===== src/hdl/pll_clk_pkg.sv =====
// Constants and types for the clock select and low-power controller
package pll_clk_pkg;
    localparam int          CLK_MHZ      = 100;         // clk rate in MHz
    localparam int          PLL_LOCK_US  = 1000;        // Lock time, us
    localparam int          PLL_LOCK_CYC = PLL_LOCK_US * CLK_MHZ;
    localparam logic [7:0]  IDX_PLLCON   = 8'h3A;       // Synthesizer control
    localparam logic [7:0]  IDX_CPUMODE  = 8'h3B;       // System clock control
    localparam logic [7:0]  IDX_STATUS   = 8'h3C;       // Status, read only
    localparam logic [7:0]  IDX_WAKEPRE  = 8'h3D;       // Wake prescaler
    localparam logic [7:0]  IDX_WAKETMR  = 8'h3E;       // Wake timer 1
    localparam logic [5:0]  PLLCON_RST   = 6'h00;       // Synthesizer reset value
    localparam logic [7:0]  CPUMODE_RST  = 8'h00;       // Clock control reset value
    localparam logic [7:0]  PRE_STOP_VAL = 8'hFF;       // Prescaler preload on stop
    localparam logic [7:0]  TMR_STOP_VAL = 8'h01;       // Timer preload on stop
    localparam int          WAKE_DIV     = 16;          // Reference divide in wake
    localparam logic [3:0]  SYN_DIV0     = 4'h4;        // 48 to 12 MHz
    localparam logic [3:0]  SYN_DIV1     = 4'h6;        // 48 to 8 MHz
    localparam logic [3:0]  SYN_DIV2     = 4'h8;        // 48 to 6 MHz
    localparam logic [3:0]  SYN_DIV3     = 4'h2;        // 48 to 24 MHz
    localparam int          MUL_SH_LO    = 2;           // x4 from 12 MHz
    localparam int          MUL_SH_HI    = 3;           // x8 from 6 MHz

    // Synthesizer control fields
    typedef struct packed {
        logic [1:0] syn_div;    // Divided clock ratio code
        logic       rsv;        // Reads zero
        logic       usb_src;    // 1: synthesizer output, 0: reference
        logic       pll_mode;   // 1: x8, 0: x4
        logic       pll_en;     // Synthesizer enable
    } pll_cfg_t;

    // System clock control fields, ratio in bits 7:6
    typedef struct packed {
        logic [1:0] phi_div;    // CPU clock ratio code
        logic [3:0] rsv;        // Reads zero
        logic       stab_sel;   // 1: software loads wake counts
        logic       sys_src;    // 1: divided clock, 0: reference
    } cpu_cfg_t;

    // Low-power states, Gray along run-stop-wake
    typedef enum logic [1:0] {
        LP_RUN  = 2'b00,
        LP_STOP = 2'b01,
        LP_WAKE = 2'b11,
        LP_WAIT = 2'b10
    } lp_state_t;
endpackage : pll_clk_pkg


===== src/hdl/pll_clock_select_low_power.sv =====
// The implementer's own choices: the register addresses and the APB register port.
`timescale 1ns/1ns
// Clock source select, synthesizer model, CPU clock divider and stop/wait control
module pll_clock_select_low_power
    import pll_clk_pkg::*;
#(
    parameter int LOCK_CYC = PLL_LOCK_CYC   // Lock wait in clk cycles
)
(
    input  wire logic        clk,           // 100 MHz clock
    input  wire logic        nrst,          // Async reset, low
    input  wire logic        ce,            // Clock enable
    input  wire logic        psel,          // APB select
    input  wire logic        penable,       // APB enable
    input  wire logic        pwrite,        // APB direction
    input  wire logic [11:0] paddr,         // APB byte address
    input  wire logic [31:0] pwdata,        // APB write data
    output logic      [31:0] prdata,        // APB read data
    output logic             pready,        // APB ready
    output logic             pslverr,       // APB error
    input  wire logic        osc_in_pin,    // Oscillator input
    output logic             osc_out_pin,   // Oscillator drive
    output logic             osc_run,       // Oscillator running
    input  wire logic        stop_instr,    // Stop executed, pulse
    input  wire logic        wait_instr,    // Wait executed, pulse
    input  wire logic        ext_irq,       // External or resume interrupt
    input  wire logic        any_irq,       // Any enabled interrupt
    output logic             phi,           // Internal CPU clock
    output logic             usb_func_clk,  // USB clock
    output logic             syn_clk,       // Divided USB clock
    output logic             pll_locked,    // Lock time elapsed
    output logic             pre_div16_sel, // Prescaler fed ref over 16
    output lp_state_t        lp_state       // Low-power state
);
    localparam int LW = $clog2(LOCK_CYC + 1);            // Lock counter width
    localparam int WW = $clog2(2 * WAKE_DIV);            // Wake divider width
    localparam logic [11:0] A_PLL = {2'h0, IDX_PLLCON, 2'b00};
    localparam logic [11:0] A_CPU = {2'h0, IDX_CPUMODE, 2'b00};
    localparam logic [11:0] A_STA = {2'h0, IDX_STATUS, 2'b00};
    localparam logic [11:0] A_PRE = {2'h0, IDX_WAKEPRE, 2'b00};
    localparam logic [11:0] A_TMR = {2'h0, IDX_WAKETMR, 2'b00};
    localparam logic [LW-1:0] LOCK_END = LW'(LOCK_CYC);
    localparam logic [WW-1:0] W16_END  = WW'(2 * WAKE_DIV - 1);

    pll_cfg_t        pll_ff;        // Synthesizer control
    cpu_cfg_t        cpu_ff;        // System clock control
    lp_state_t       st_ff;         // Low-power state
    lp_state_t       nxt_st;        // Next state
    logic            s1_ff;         // Pin sync stage 1
    logic            s2_ff;         // Pin sync stage 2
    logic            s3_ff;         // Edge history
    logic            osc_ff;        // Oscillator enable
    logic            osc_out_pin_ff;       // Oscillator drive
    logic     [15:0] hp_cnt_ff;     // Cycles in current half period
    logic     [15:0] hp_len_ff;     // Last half period length
    logic     [15:0] vco_cnt_ff;    // Synthesizer step counter
    logic   [LW-1:0] lock_cnt_ff;   // Lock wait counter
    logic            usb_ff;        // USB clock level
    logic      [3:0] syn_cnt_ff;    // Divided clock counter
    logic            syn_ff;        // Divided clock level
    logic      [3:0] phi_cnt_ff;    // CPU clock counter
    logic            phi_ff;        // CPU clock level
    logic            src_act_ff;    // Source in use
    logic      [1:0] phd_act_ff;    // CPU ratio in use
    logic      [1:0] syd_act_ff;    // Divided ratio in use
    logic   [WW-1:0] w16_cnt_ff;    // Ref over 16 counter
    logic      [7:0] pre_cnt_ff;    // Wake prescaler count
    logic      [7:0] pre_rld_ff;    // Wake prescaler reload
    logic      [7:0] tmr_cnt_ff;    // Wake timer 1 count
    logic     [31:0] rd_ff;         // Read data
    logic     [31:0] rd_mux;        // Read data select

    // Decode and handshake
    wire        hit_pll = (paddr == A_PLL);
    wire        hit_cpu = (paddr == A_CPU);
    wire        hit_sta = (paddr == A_STA);
    wire        hit_pre = (paddr == A_PRE);
    wire        hit_tmr = (paddr == A_TMR);
    wire        hit     = hit_pll | hit_cpu | hit_sta | hit_pre | hit_tmr;
    wire        acc     = psel & penable;
    wire        wr      = ce & acc & pwrite & hit;
    wire        setup   = ce & psel & ~penable;

    // Clock edges and ticks
    wire        ref_edge = osc_ff & (s2_ff ^ s3_ff);
    wire        pll_act  = pll_ff.pll_en & osc_ff;
    wire [15:0] vco_sh   = pll_ff.pll_mode ? (hp_len_ff >> MUL_SH_HI)
                                           : (hp_len_ff >> MUL_SH_LO);
    wire [15:0] vco_lim  = (vco_sh == 16'h0000) ? 16'h0000 : vco_sh - 16'h0001;
    wire        vco_tick = pll_act & (vco_cnt_ff >= vco_lim);
    wire        usb_tick = pll_ff.usb_src ? vco_tick : ref_edge;
    wire [3:0]  syn_rat  = (syd_act_ff == 2'b00) ? SYN_DIV0 :
                           (syd_act_ff == 2'b01) ? SYN_DIV1 :
                           (syd_act_ff == 2'b10) ? SYN_DIV2 : SYN_DIV3;
    wire        syn_tick = usb_tick & (syn_cnt_ff >= syn_rat - 4'h1);
    wire        sys_tick = src_act_ff ? syn_tick : ref_edge;
    wire [3:0]  phi_rat  = 4'h1 << phd_act_ff;
    wire        phi_step = sys_tick & (phi_cnt_ff >= phi_rat - 4'h1);
    wire        halt     = (st_ff != LP_RUN);
    wire        phi_tog  = phi_step & ~(halt & phi_ff);
    wire        phi_rise = phi_tog & ~phi_ff;
    wire        w16_tick = ref_edge & (w16_cnt_ff == W16_END);
    wire        wake_cnt = (st_ff == LP_WAKE) & w16_tick;
    wire        pre_zero = (pre_cnt_ff == 8'h00);
    wire        tmr_udf  = wake_cnt & pre_zero & (tmr_cnt_ff == 8'h00);
    wire        stop_go  = (st_ff == LP_RUN) & stop_instr;
    wire        preload  = stop_go & ~cpu_ff.stab_sel;

    // Read data select
    always_comb
    begin
        rd_mux = 32'h0000_0000;
        if (hit_pll)
        begin
            rd_mux[5:0] = pll_ff;
        end
        else if (hit_cpu)
        begin
            rd_mux[7:0] = cpu_ff;
        end
        else if (hit_sta)
        begin
            rd_mux[3:0] = {phi_ff, st_ff, pll_locked};
        end
        else if (hit_pre)
        begin
            rd_mux[7:0] = pre_cnt_ff;
        end
        else if (hit_tmr)
        begin
            rd_mux[7:0] = tmr_cnt_ff;
        end
    end

    // Register read data in setup phase
    always_ff @(posedge clk or negedge nrst)
    begin
        if (!nrst)
            rd_ff <= 32'h0000_0000;
        else if (setup)
            rd_ff <= rd_mux;
    end

    // Control registers
    always_ff @(posedge clk or negedge nrst)
    begin
        if (!nrst)
        begin
            pll_ff <= PLLCON_RST;
            cpu_ff <= CPUMODE_RST;
        end
        else if (wr & hit_pll)
        begin
            pll_ff     <= pwdata[5:0];
            pll_ff.rsv <= 1'b0;
        end
        else if (wr & hit_cpu)
        begin
            cpu_ff     <= pwdata[7:0];
            cpu_ff.rsv <= 4'h0;
        end
    end

    // Pin synchroniser and edge history
    always_ff @(posedge clk or negedge nrst)
    begin
        if (!nrst)
        begin
            s1_ff <= 1'b0;
            s2_ff <= 1'b0;
            s3_ff <= 1'b0;
        end
        else if (ce)
        begin
            s1_ff <= osc_in_pin;
            s2_ff <= s1_ff;
            s3_ff <= s2_ff;
        end
    end

    // Oscillator enable; stop waits for phi high
    always_ff @(posedge clk or negedge nrst)
    begin
        if (!nrst)
        begin
            osc_ff  <= 1'b1;
            osc_out_pin_ff <= 1'b1;
        end
        else if (ce)
        begin
            osc_ff  <= ~((st_ff == LP_STOP) & phi_ff);
            osc_out_pin_ff <= osc_ff ? ~s2_ff : 1'b1;
        end
    end

    // Reference half-period measure
    always_ff @(posedge clk or negedge nrst)
    begin
        if (!nrst)
        begin
            hp_cnt_ff <= 16'h0000;
            hp_len_ff <= 16'h0000;
        end
        else if (ce & ref_edge)
        begin
            hp_cnt_ff <= 16'h0000;
            hp_len_ff <= hp_cnt_ff + 16'h0001;
        end
        else if (ce & (hp_cnt_ff != 16'hFFFF))
            hp_cnt_ff <= hp_cnt_ff + 16'h0001;
    end

    // Synthesizer step generator, ref multiplied
    always_ff @(posedge clk or negedge nrst)
    begin
        if (!nrst)
            vco_cnt_ff <= 16'h0000;
        else if (ce)
        begin
            if (!pll_act | vco_tick)
                vco_cnt_ff <= 16'h0000;
            else
                vco_cnt_ff <= vco_cnt_ff + 16'h0001;
        end
    end

    // Lock wait counter
    always_ff @(posedge clk or negedge nrst)
    begin
        if (!nrst)
            lock_cnt_ff <= '0;
        else if (ce)
        begin
            if (!pll_act)
                lock_cnt_ff <= '0;
            else if (lock_cnt_ff != LOCK_END)
                lock_cnt_ff <= lock_cnt_ff + LW'(1);
        end
    end

    // USB clock level, source selectable
    always_ff @(posedge clk or negedge nrst)
    begin
        if (!nrst)
            usb_ff <= 1'b0;
        else if (ce & usb_tick)
            usb_ff <= ~usb_ff;
    end

    // Divided USB clock
    always_ff @(posedge clk or negedge nrst)
    begin
        if (!nrst)
        begin
            syn_cnt_ff <= 4'h0;
            syn_ff     <= 1'b0;
        end
        else if (ce & usb_tick)
        begin
            if (syn_tick)
            begin
                syn_cnt_ff <= 4'h0;
                syn_ff     <= ~syn_ff;
            end
            else
                syn_cnt_ff <= syn_cnt_ff + 4'h1;
        end
    end

    // CPU clock divider; phi parks high when halted
    always_ff @(posedge clk or negedge nrst)
    begin
        if (!nrst)
        begin
            phi_cnt_ff <= 4'h0;
            phi_ff     <= 1'b1;
        end
        else if (ce & sys_tick)
        begin
            if (phi_step)
            begin
                phi_cnt_ff <= 4'h0;
                if (phi_tog)
                    phi_ff <= ~phi_ff;
            end
            else
                phi_cnt_ff <= phi_cnt_ff + 4'h1;
        end
    end

    // Settings taken only at start of a high half
    always_ff @(posedge clk or negedge nrst)
    begin
        if (!nrst)
        begin
            src_act_ff <= CPUMODE_RST[0];
            phd_act_ff <= CPUMODE_RST[7:6];
            syd_act_ff <= PLLCON_RST[5:4];
        end
        else if (ce & phi_rise)
        begin
            src_act_ff <= cpu_ff.sys_src;
            phd_act_ff <= cpu_ff.phi_div;
            syd_act_ff <= pll_ff.syn_div;
        end
    end

    // Low-power state register
    always_ff @(posedge clk or negedge nrst)
    begin
        if (!nrst)
            st_ff <= LP_RUN;
        else if (ce)
            st_ff <= nxt_st;
    end

    // Low-power transitions
    always_comb
    begin
        nxt_st = st_ff;
        case (st_ff)
            LP_RUN:
            begin
                if (stop_instr)
                    nxt_st = LP_STOP;
                else if (wait_instr)
                    nxt_st = LP_WAIT;
            end
            LP_STOP:
            begin
                if (ext_irq)
                    nxt_st = LP_WAKE;
            end
            LP_WAKE:
            begin
                if (tmr_udf)
                    nxt_st = LP_RUN;
            end
            LP_WAIT:
            begin
                if (any_irq)
                    nxt_st = LP_RUN;
            end
            default:
                nxt_st = LP_RUN;
        endcase
    end

    // Reference over 16 for wake counting
    always_ff @(posedge clk or negedge nrst)
    begin
        if (!nrst)
            w16_cnt_ff <= '0;
        else if (ce)
        begin
            if (st_ff != LP_WAKE)
                w16_cnt_ff <= '0;
            else if (ref_edge)
                w16_cnt_ff <= w16_cnt_ff + WW'(1);
        end
    end

    // Wake prescaler
    always_ff @(posedge clk or negedge nrst)
    begin
        if (!nrst)
        begin
            pre_cnt_ff <= PRE_STOP_VAL;
            pre_rld_ff <= PRE_STOP_VAL;
        end
        else if (ce)
        begin
            if (preload)
            begin
                pre_cnt_ff <= PRE_STOP_VAL;
                pre_rld_ff <= PRE_STOP_VAL;
            end
            else if (wake_cnt)
                pre_cnt_ff <= pre_zero ? pre_rld_ff : pre_cnt_ff - 8'h01;
            else if (wr & hit_pre)
            begin
                pre_cnt_ff <= pwdata[7:0];
                pre_rld_ff <= pwdata[7:0];
            end
        end
    end

    // Wake timer 1
    always_ff @(posedge clk or negedge nrst)
    begin
        if (!nrst)
            tmr_cnt_ff <= TMR_STOP_VAL;
        else if (ce)
        begin
            if (preload)
                tmr_cnt_ff <= TMR_STOP_VAL;
            else if (wake_cnt & pre_zero)
                tmr_cnt_ff <= tmr_cnt_ff - 8'h01;
            else if (wr & hit_tmr)
                tmr_cnt_ff <= pwdata[7:0];
        end
    end

    // Outputs
    assign prdata        = rd_ff;
    assign pready        = 1'b1;
    assign pslverr       = acc & ~hit;
    assign osc_out_pin   = osc_out_pin_ff;
    assign osc_run       = osc_ff;
    assign phi           = phi_ff;
    assign usb_func_clk  = usb_ff;
    assign syn_clk       = syn_ff;
    assign pll_locked    = (lock_cnt_ff == LOCK_END);
    assign pre_div16_sel = (st_ff == LP_STOP) | (st_ff == LP_WAKE);
    assign lp_state      = st_ff;

endmodule : pll_clock_select_low_power


===== config.mk =====
export PLATFORM = sky130hd
export DESIGN_NAME = pll_clock_select_low_power
export DESIGN_NICKNAME = d
export VERILOG_FILES = /design/src/hdl/pll_clk_pkg.sv /design/src/hdl/pll_clock_select_low_power.sv
export SDC_FILE = /design/constraint.sdc
export NUM_CORES = 1
export LEC_CHECK = 0
export ABC_AREA = 1
export BUFFER_PORTS_ARGS = -buffer_cell sky130_fd_sc_hd__buf_2
export CAP_MARGIN = 20
export CELL_PAD_IN_SITES_DETAIL_PLACEMENT = 0
export CELL_PAD_IN_SITES_GLOBAL_PLACEMENT = 1
export CORE_MARGIN = 4
export CORE_UTILIZATION = 47
export DETAILED_ROUTE_END_ITERATION = 8
export PLACE_DENSITY = 0.83
export SETUP_SLACK_MARGIN = 0.3
export SKIP_LAST_GASP = 1
export SYNTH_ARGS = -nofsm -noshare
export SYNTH_HDL_FRONTEND = slang
export SYNTH_SLANG_ARGS = --single-unit

===== constraint.sdc =====
create_clock -name clk -period 6.9 [get_ports clk]
set_input_delay 1.38 -clock clk [delete_from_list [all_inputs] [get_ports clk]]
set_output_delay 1.38 -clock clk [all_outputs]
set_load 0.005 [all_outputs]

==> flow_summary_export.csv <==
group,metric,value,unit
status,outcome,"finished clean",
yosys,yosys_warnings,0,
sta,holdWs,468,ps
sta,tightestPinTransition,946,ps
yosys,synth_cell_types,48,
yosys,ys.flop_type,"dfrtp_1",
finish,diodes,0,
power,powerDensity,311,nW/um^2
critical_path,cp.required,7260,ps
global_route,grt.total_usage,20.5,%
power,ir_drop,0.000193,V
finish,syn_to_final_growth,11.6,%
sta,timing.final.crit_share,62.9,%
global_route,grt_pass1_vias,6702,
critical_path,start_kind,"flip-flop",
route,dr.pass1.iters,5,
critical_path,setup.worst_path.end_class,"flip-flop",
sta,setup_viol,0,
yosys,synth.area.top_cells,"dfrtp_1, nand2_1, o21ai_0",
global_route,grt_max_degree,74,
sta,slew_headroom,36.9,%
place,io_buffers,48,
clocking,clock_latency,430,ps
sta,fin_skew,8.53,ps
die,die_w,140,um
yosys,synthCells,1064,
clocking,hold_buffers,0,
sta,setup_ws,2560,ps
yosys,yosys.area.top_type,"dfrtp_1",
route,drt-total-wl,19500,um
route,drtAntennaViolNets,0,
clocking,cts_buffers,17,
route,drc,0,
die,ioPinCount,98,
global_route,overflow,0,
yosys,yosysSeqAreaShare,40.8,%
die,dieHeight,140,um
yosys,synthDominantCellAreaShare,34.3,%
power,p_leak,4.38,nW
clocking,htree_levels,4,
yosys,ys_seq_elements,132,
yosys,yosys-top-cells-count,"nand2_1, inv_1, dfrtp_1",
yosys,syn_area_per_cell,7.67,um^2
global_route,antenna_found_initial,0,
clocking,clkTransAtPathRegs,60,ps
clocking,clockRootBuffer,"clkbuf_16",
route,vias,6996,
sta,final.setup.tns,0,ps
global_route,grt_pass1_wl,32800,um
finish,fin_util,54.2,%
flow_run,max-cap-violations,0,
die,start_util,48.5,%
route,drt_iter0_markers,471,
yosys,synth_edf_count,0,
route,routedWlPerCell,14.5,um
place,place_congestion,0.854,
finish,fillCellCount,1715,
place,place_hpwl,14200,um
yosys,async_flop_share,100,%
sta,max_clock_freq,230,MHz
finish,nets,1197,
finish,drive_gt1_share,11.8,%
sta,period_minus_slack,4340,ps
die,num_rows,47,
critical_path,crit_type,"reg -> reg",
critical_path,cp_max_fo,25,
clocking,tritoncts,"yes",
route,vias_per_cell,5.21,
sta,slew_viol_final,0,
yosys,synth_most_common_cell,"nand2_1",
clocking,cts_buffer_depth,2,
critical_path,cp.arrival,4700,ps
sta,rsz0062_at_grt,"no",
clocking,clock-sinks,132,
place,pre_cts_slack,2550,ps
die,core_area,16800,um^2
sta,hold_viol_final,0,
clocking,cts.repair.resized,0,
clocking,post-cts-setup-buffers,0,
min_path,hold_path_class,"reg -> reg",
die,die_area,19500,um^2
yosys,syn_area,8160,um^2
-- cell usage in the layout (no fill, tap or decap), types with 3 or more instances in the layout --
cell        Yosys  layout
clkinvlp_4      0       4
clkbuf_16       0      17
nand3b_1        5       5
o211ai_1        6       6
xor2_1         38      38
nand3_1        68      68
a21oi_1        31      31
o31ai_1         7       7
nor2_2          4       4
dfrtp_1       112     112
dfstp_2        20      20
o21ai_1        13      13
o22ai_1        17      17
xnor2_1         8       8
nand4_1        27      27
nand2_1       230     230
ha_1           33      33
buf_2           6      47
nor3_2          4       4
clkbuf_8        0       3
nor4_1          5       5
inv_1         122     122
nor3_1         24      24
nor2_1         84      84
conb_1          2      27
o21ai_0       106     106
or2_2           4       4
clkinv_2        0       3
bufinv_16       0       3
inv_2           8       8
a31oi_1        13      13
-- cell type report --
class                           instances  area [um^2]  area share [%]
Clock buffer                           20          467            5.12
Multi-Input combinational cell        778         4140            45.4
Sequential cell                       132         3330            36.5
Inverter                              130          488            5.36
Clock inverter                         12          153            1.68
Tap cell                              220          275            3.02
Timing Repair Buffer                   50          262            2.87
-- report_power, final --
part           leakage [nW]  internal, mW  switching [mW]
registers              1.74         0.934           0.111
clock network         0.294         0.596           0.353
logic                  2.35         0.307           0.531
total                  4.38          1.84           0.995
-- per-stage QoR --
step	total power, mW	instance area (um^2)	instances
2_1_floorplan	1.68	8260	1089
3_3_place_gp	1.88	8490	1310
3_5_place_dp	1.90	8490	1310
4_1_cts	2.86	9110	1342
5_1_grt	3.05	9110	1342
6_report	2.83	9110	1342
-- final timing paths --
path	cells after the start	startpoint	end	slack [ps]
setup / recovery	21	pll_ff[1]	phi_cnt_ff[3]	2560
hold / removal	1	syn_clk	syn_clk	470
setup reg to reg	21	pll_ff[1]	phi_cnt_ff[3]	2560
hold reg to reg	1	syn_clk	syn_clk	470
max in group asynchronous	2	nrst	w16_cnt_ff[1]	4610
min in group asynchronous	1	nrst	vco_cnt_ff[14]	920
-- worst max-delay path: stages (launching register included) --
cell and delay (ps):
dfrtp_1 870, inv_2 130, or2_0 230, o21ai_1 100
inv_1 90, nor2_1 130, nand3_1 130, nor3_2 150
nand4_1 390, nand3_1 240, ha_1 270, a21oi_1 120
o21ai_0 90, a21oi_1 260, nand2_1 130, nand2_1 70
nand2_1 90, nand2_1 70, nand2_1 260, nand2_1 250
inv_1 70, nor2_1 110
-- cell families after synthesis --
| logic type | count (synthesis) | synth area share [%] |
|---|---|---|
| other cells | 2 | 0.0920 |
| compound gates | 202 | 13.6 |
| mux | 2 | 0.245 |
| fa+ha+maj | 33 | 5.06 |
| simple gates | 468 | 25.6 |
| flops | 132 | 40.8 |
| xor+xnor | 46 | 4.94 |
| buf+inv | 179 | 9.66 |
-- per-layer routing --
layer | global-route usage [%] | vias up | wire, um
li1 | - | 3583 | -
met1 | 28.2 | 3254 | 9480
met2 | 33.0 | 134 | 8920
met3 | 3.84 | 25 | 754
met4 | 6.27 | 0 | 312
met5 | 0 | - | 0
-- flip-flops by register name (all words and copies together), names as in the netlist, 2 cells and up --
| name | flops |
|---|---|
| prdata | 8 |
| cpu_ff | 4 |
| syd_act_ff | 2 |
| hp_len_ff | 14 |
| pll_ff | 5 |
| pre_cnt_ff | 8 |
| hp_cnt_ff | 16 |
| phd_act_ff | 2 |
| tmr_cnt_ff | 8 |
| vco_cnt_ff | 16 |
| w16_cnt_ff | 5 |
| pre_rld_ff | 8 |
| phi_cnt_ff | 4 |
| lp_state | 2 |
| syn_cnt_ff | 4 |
| lock_cnt_ff | 17 |
Power figures use the tool's default switching activity.
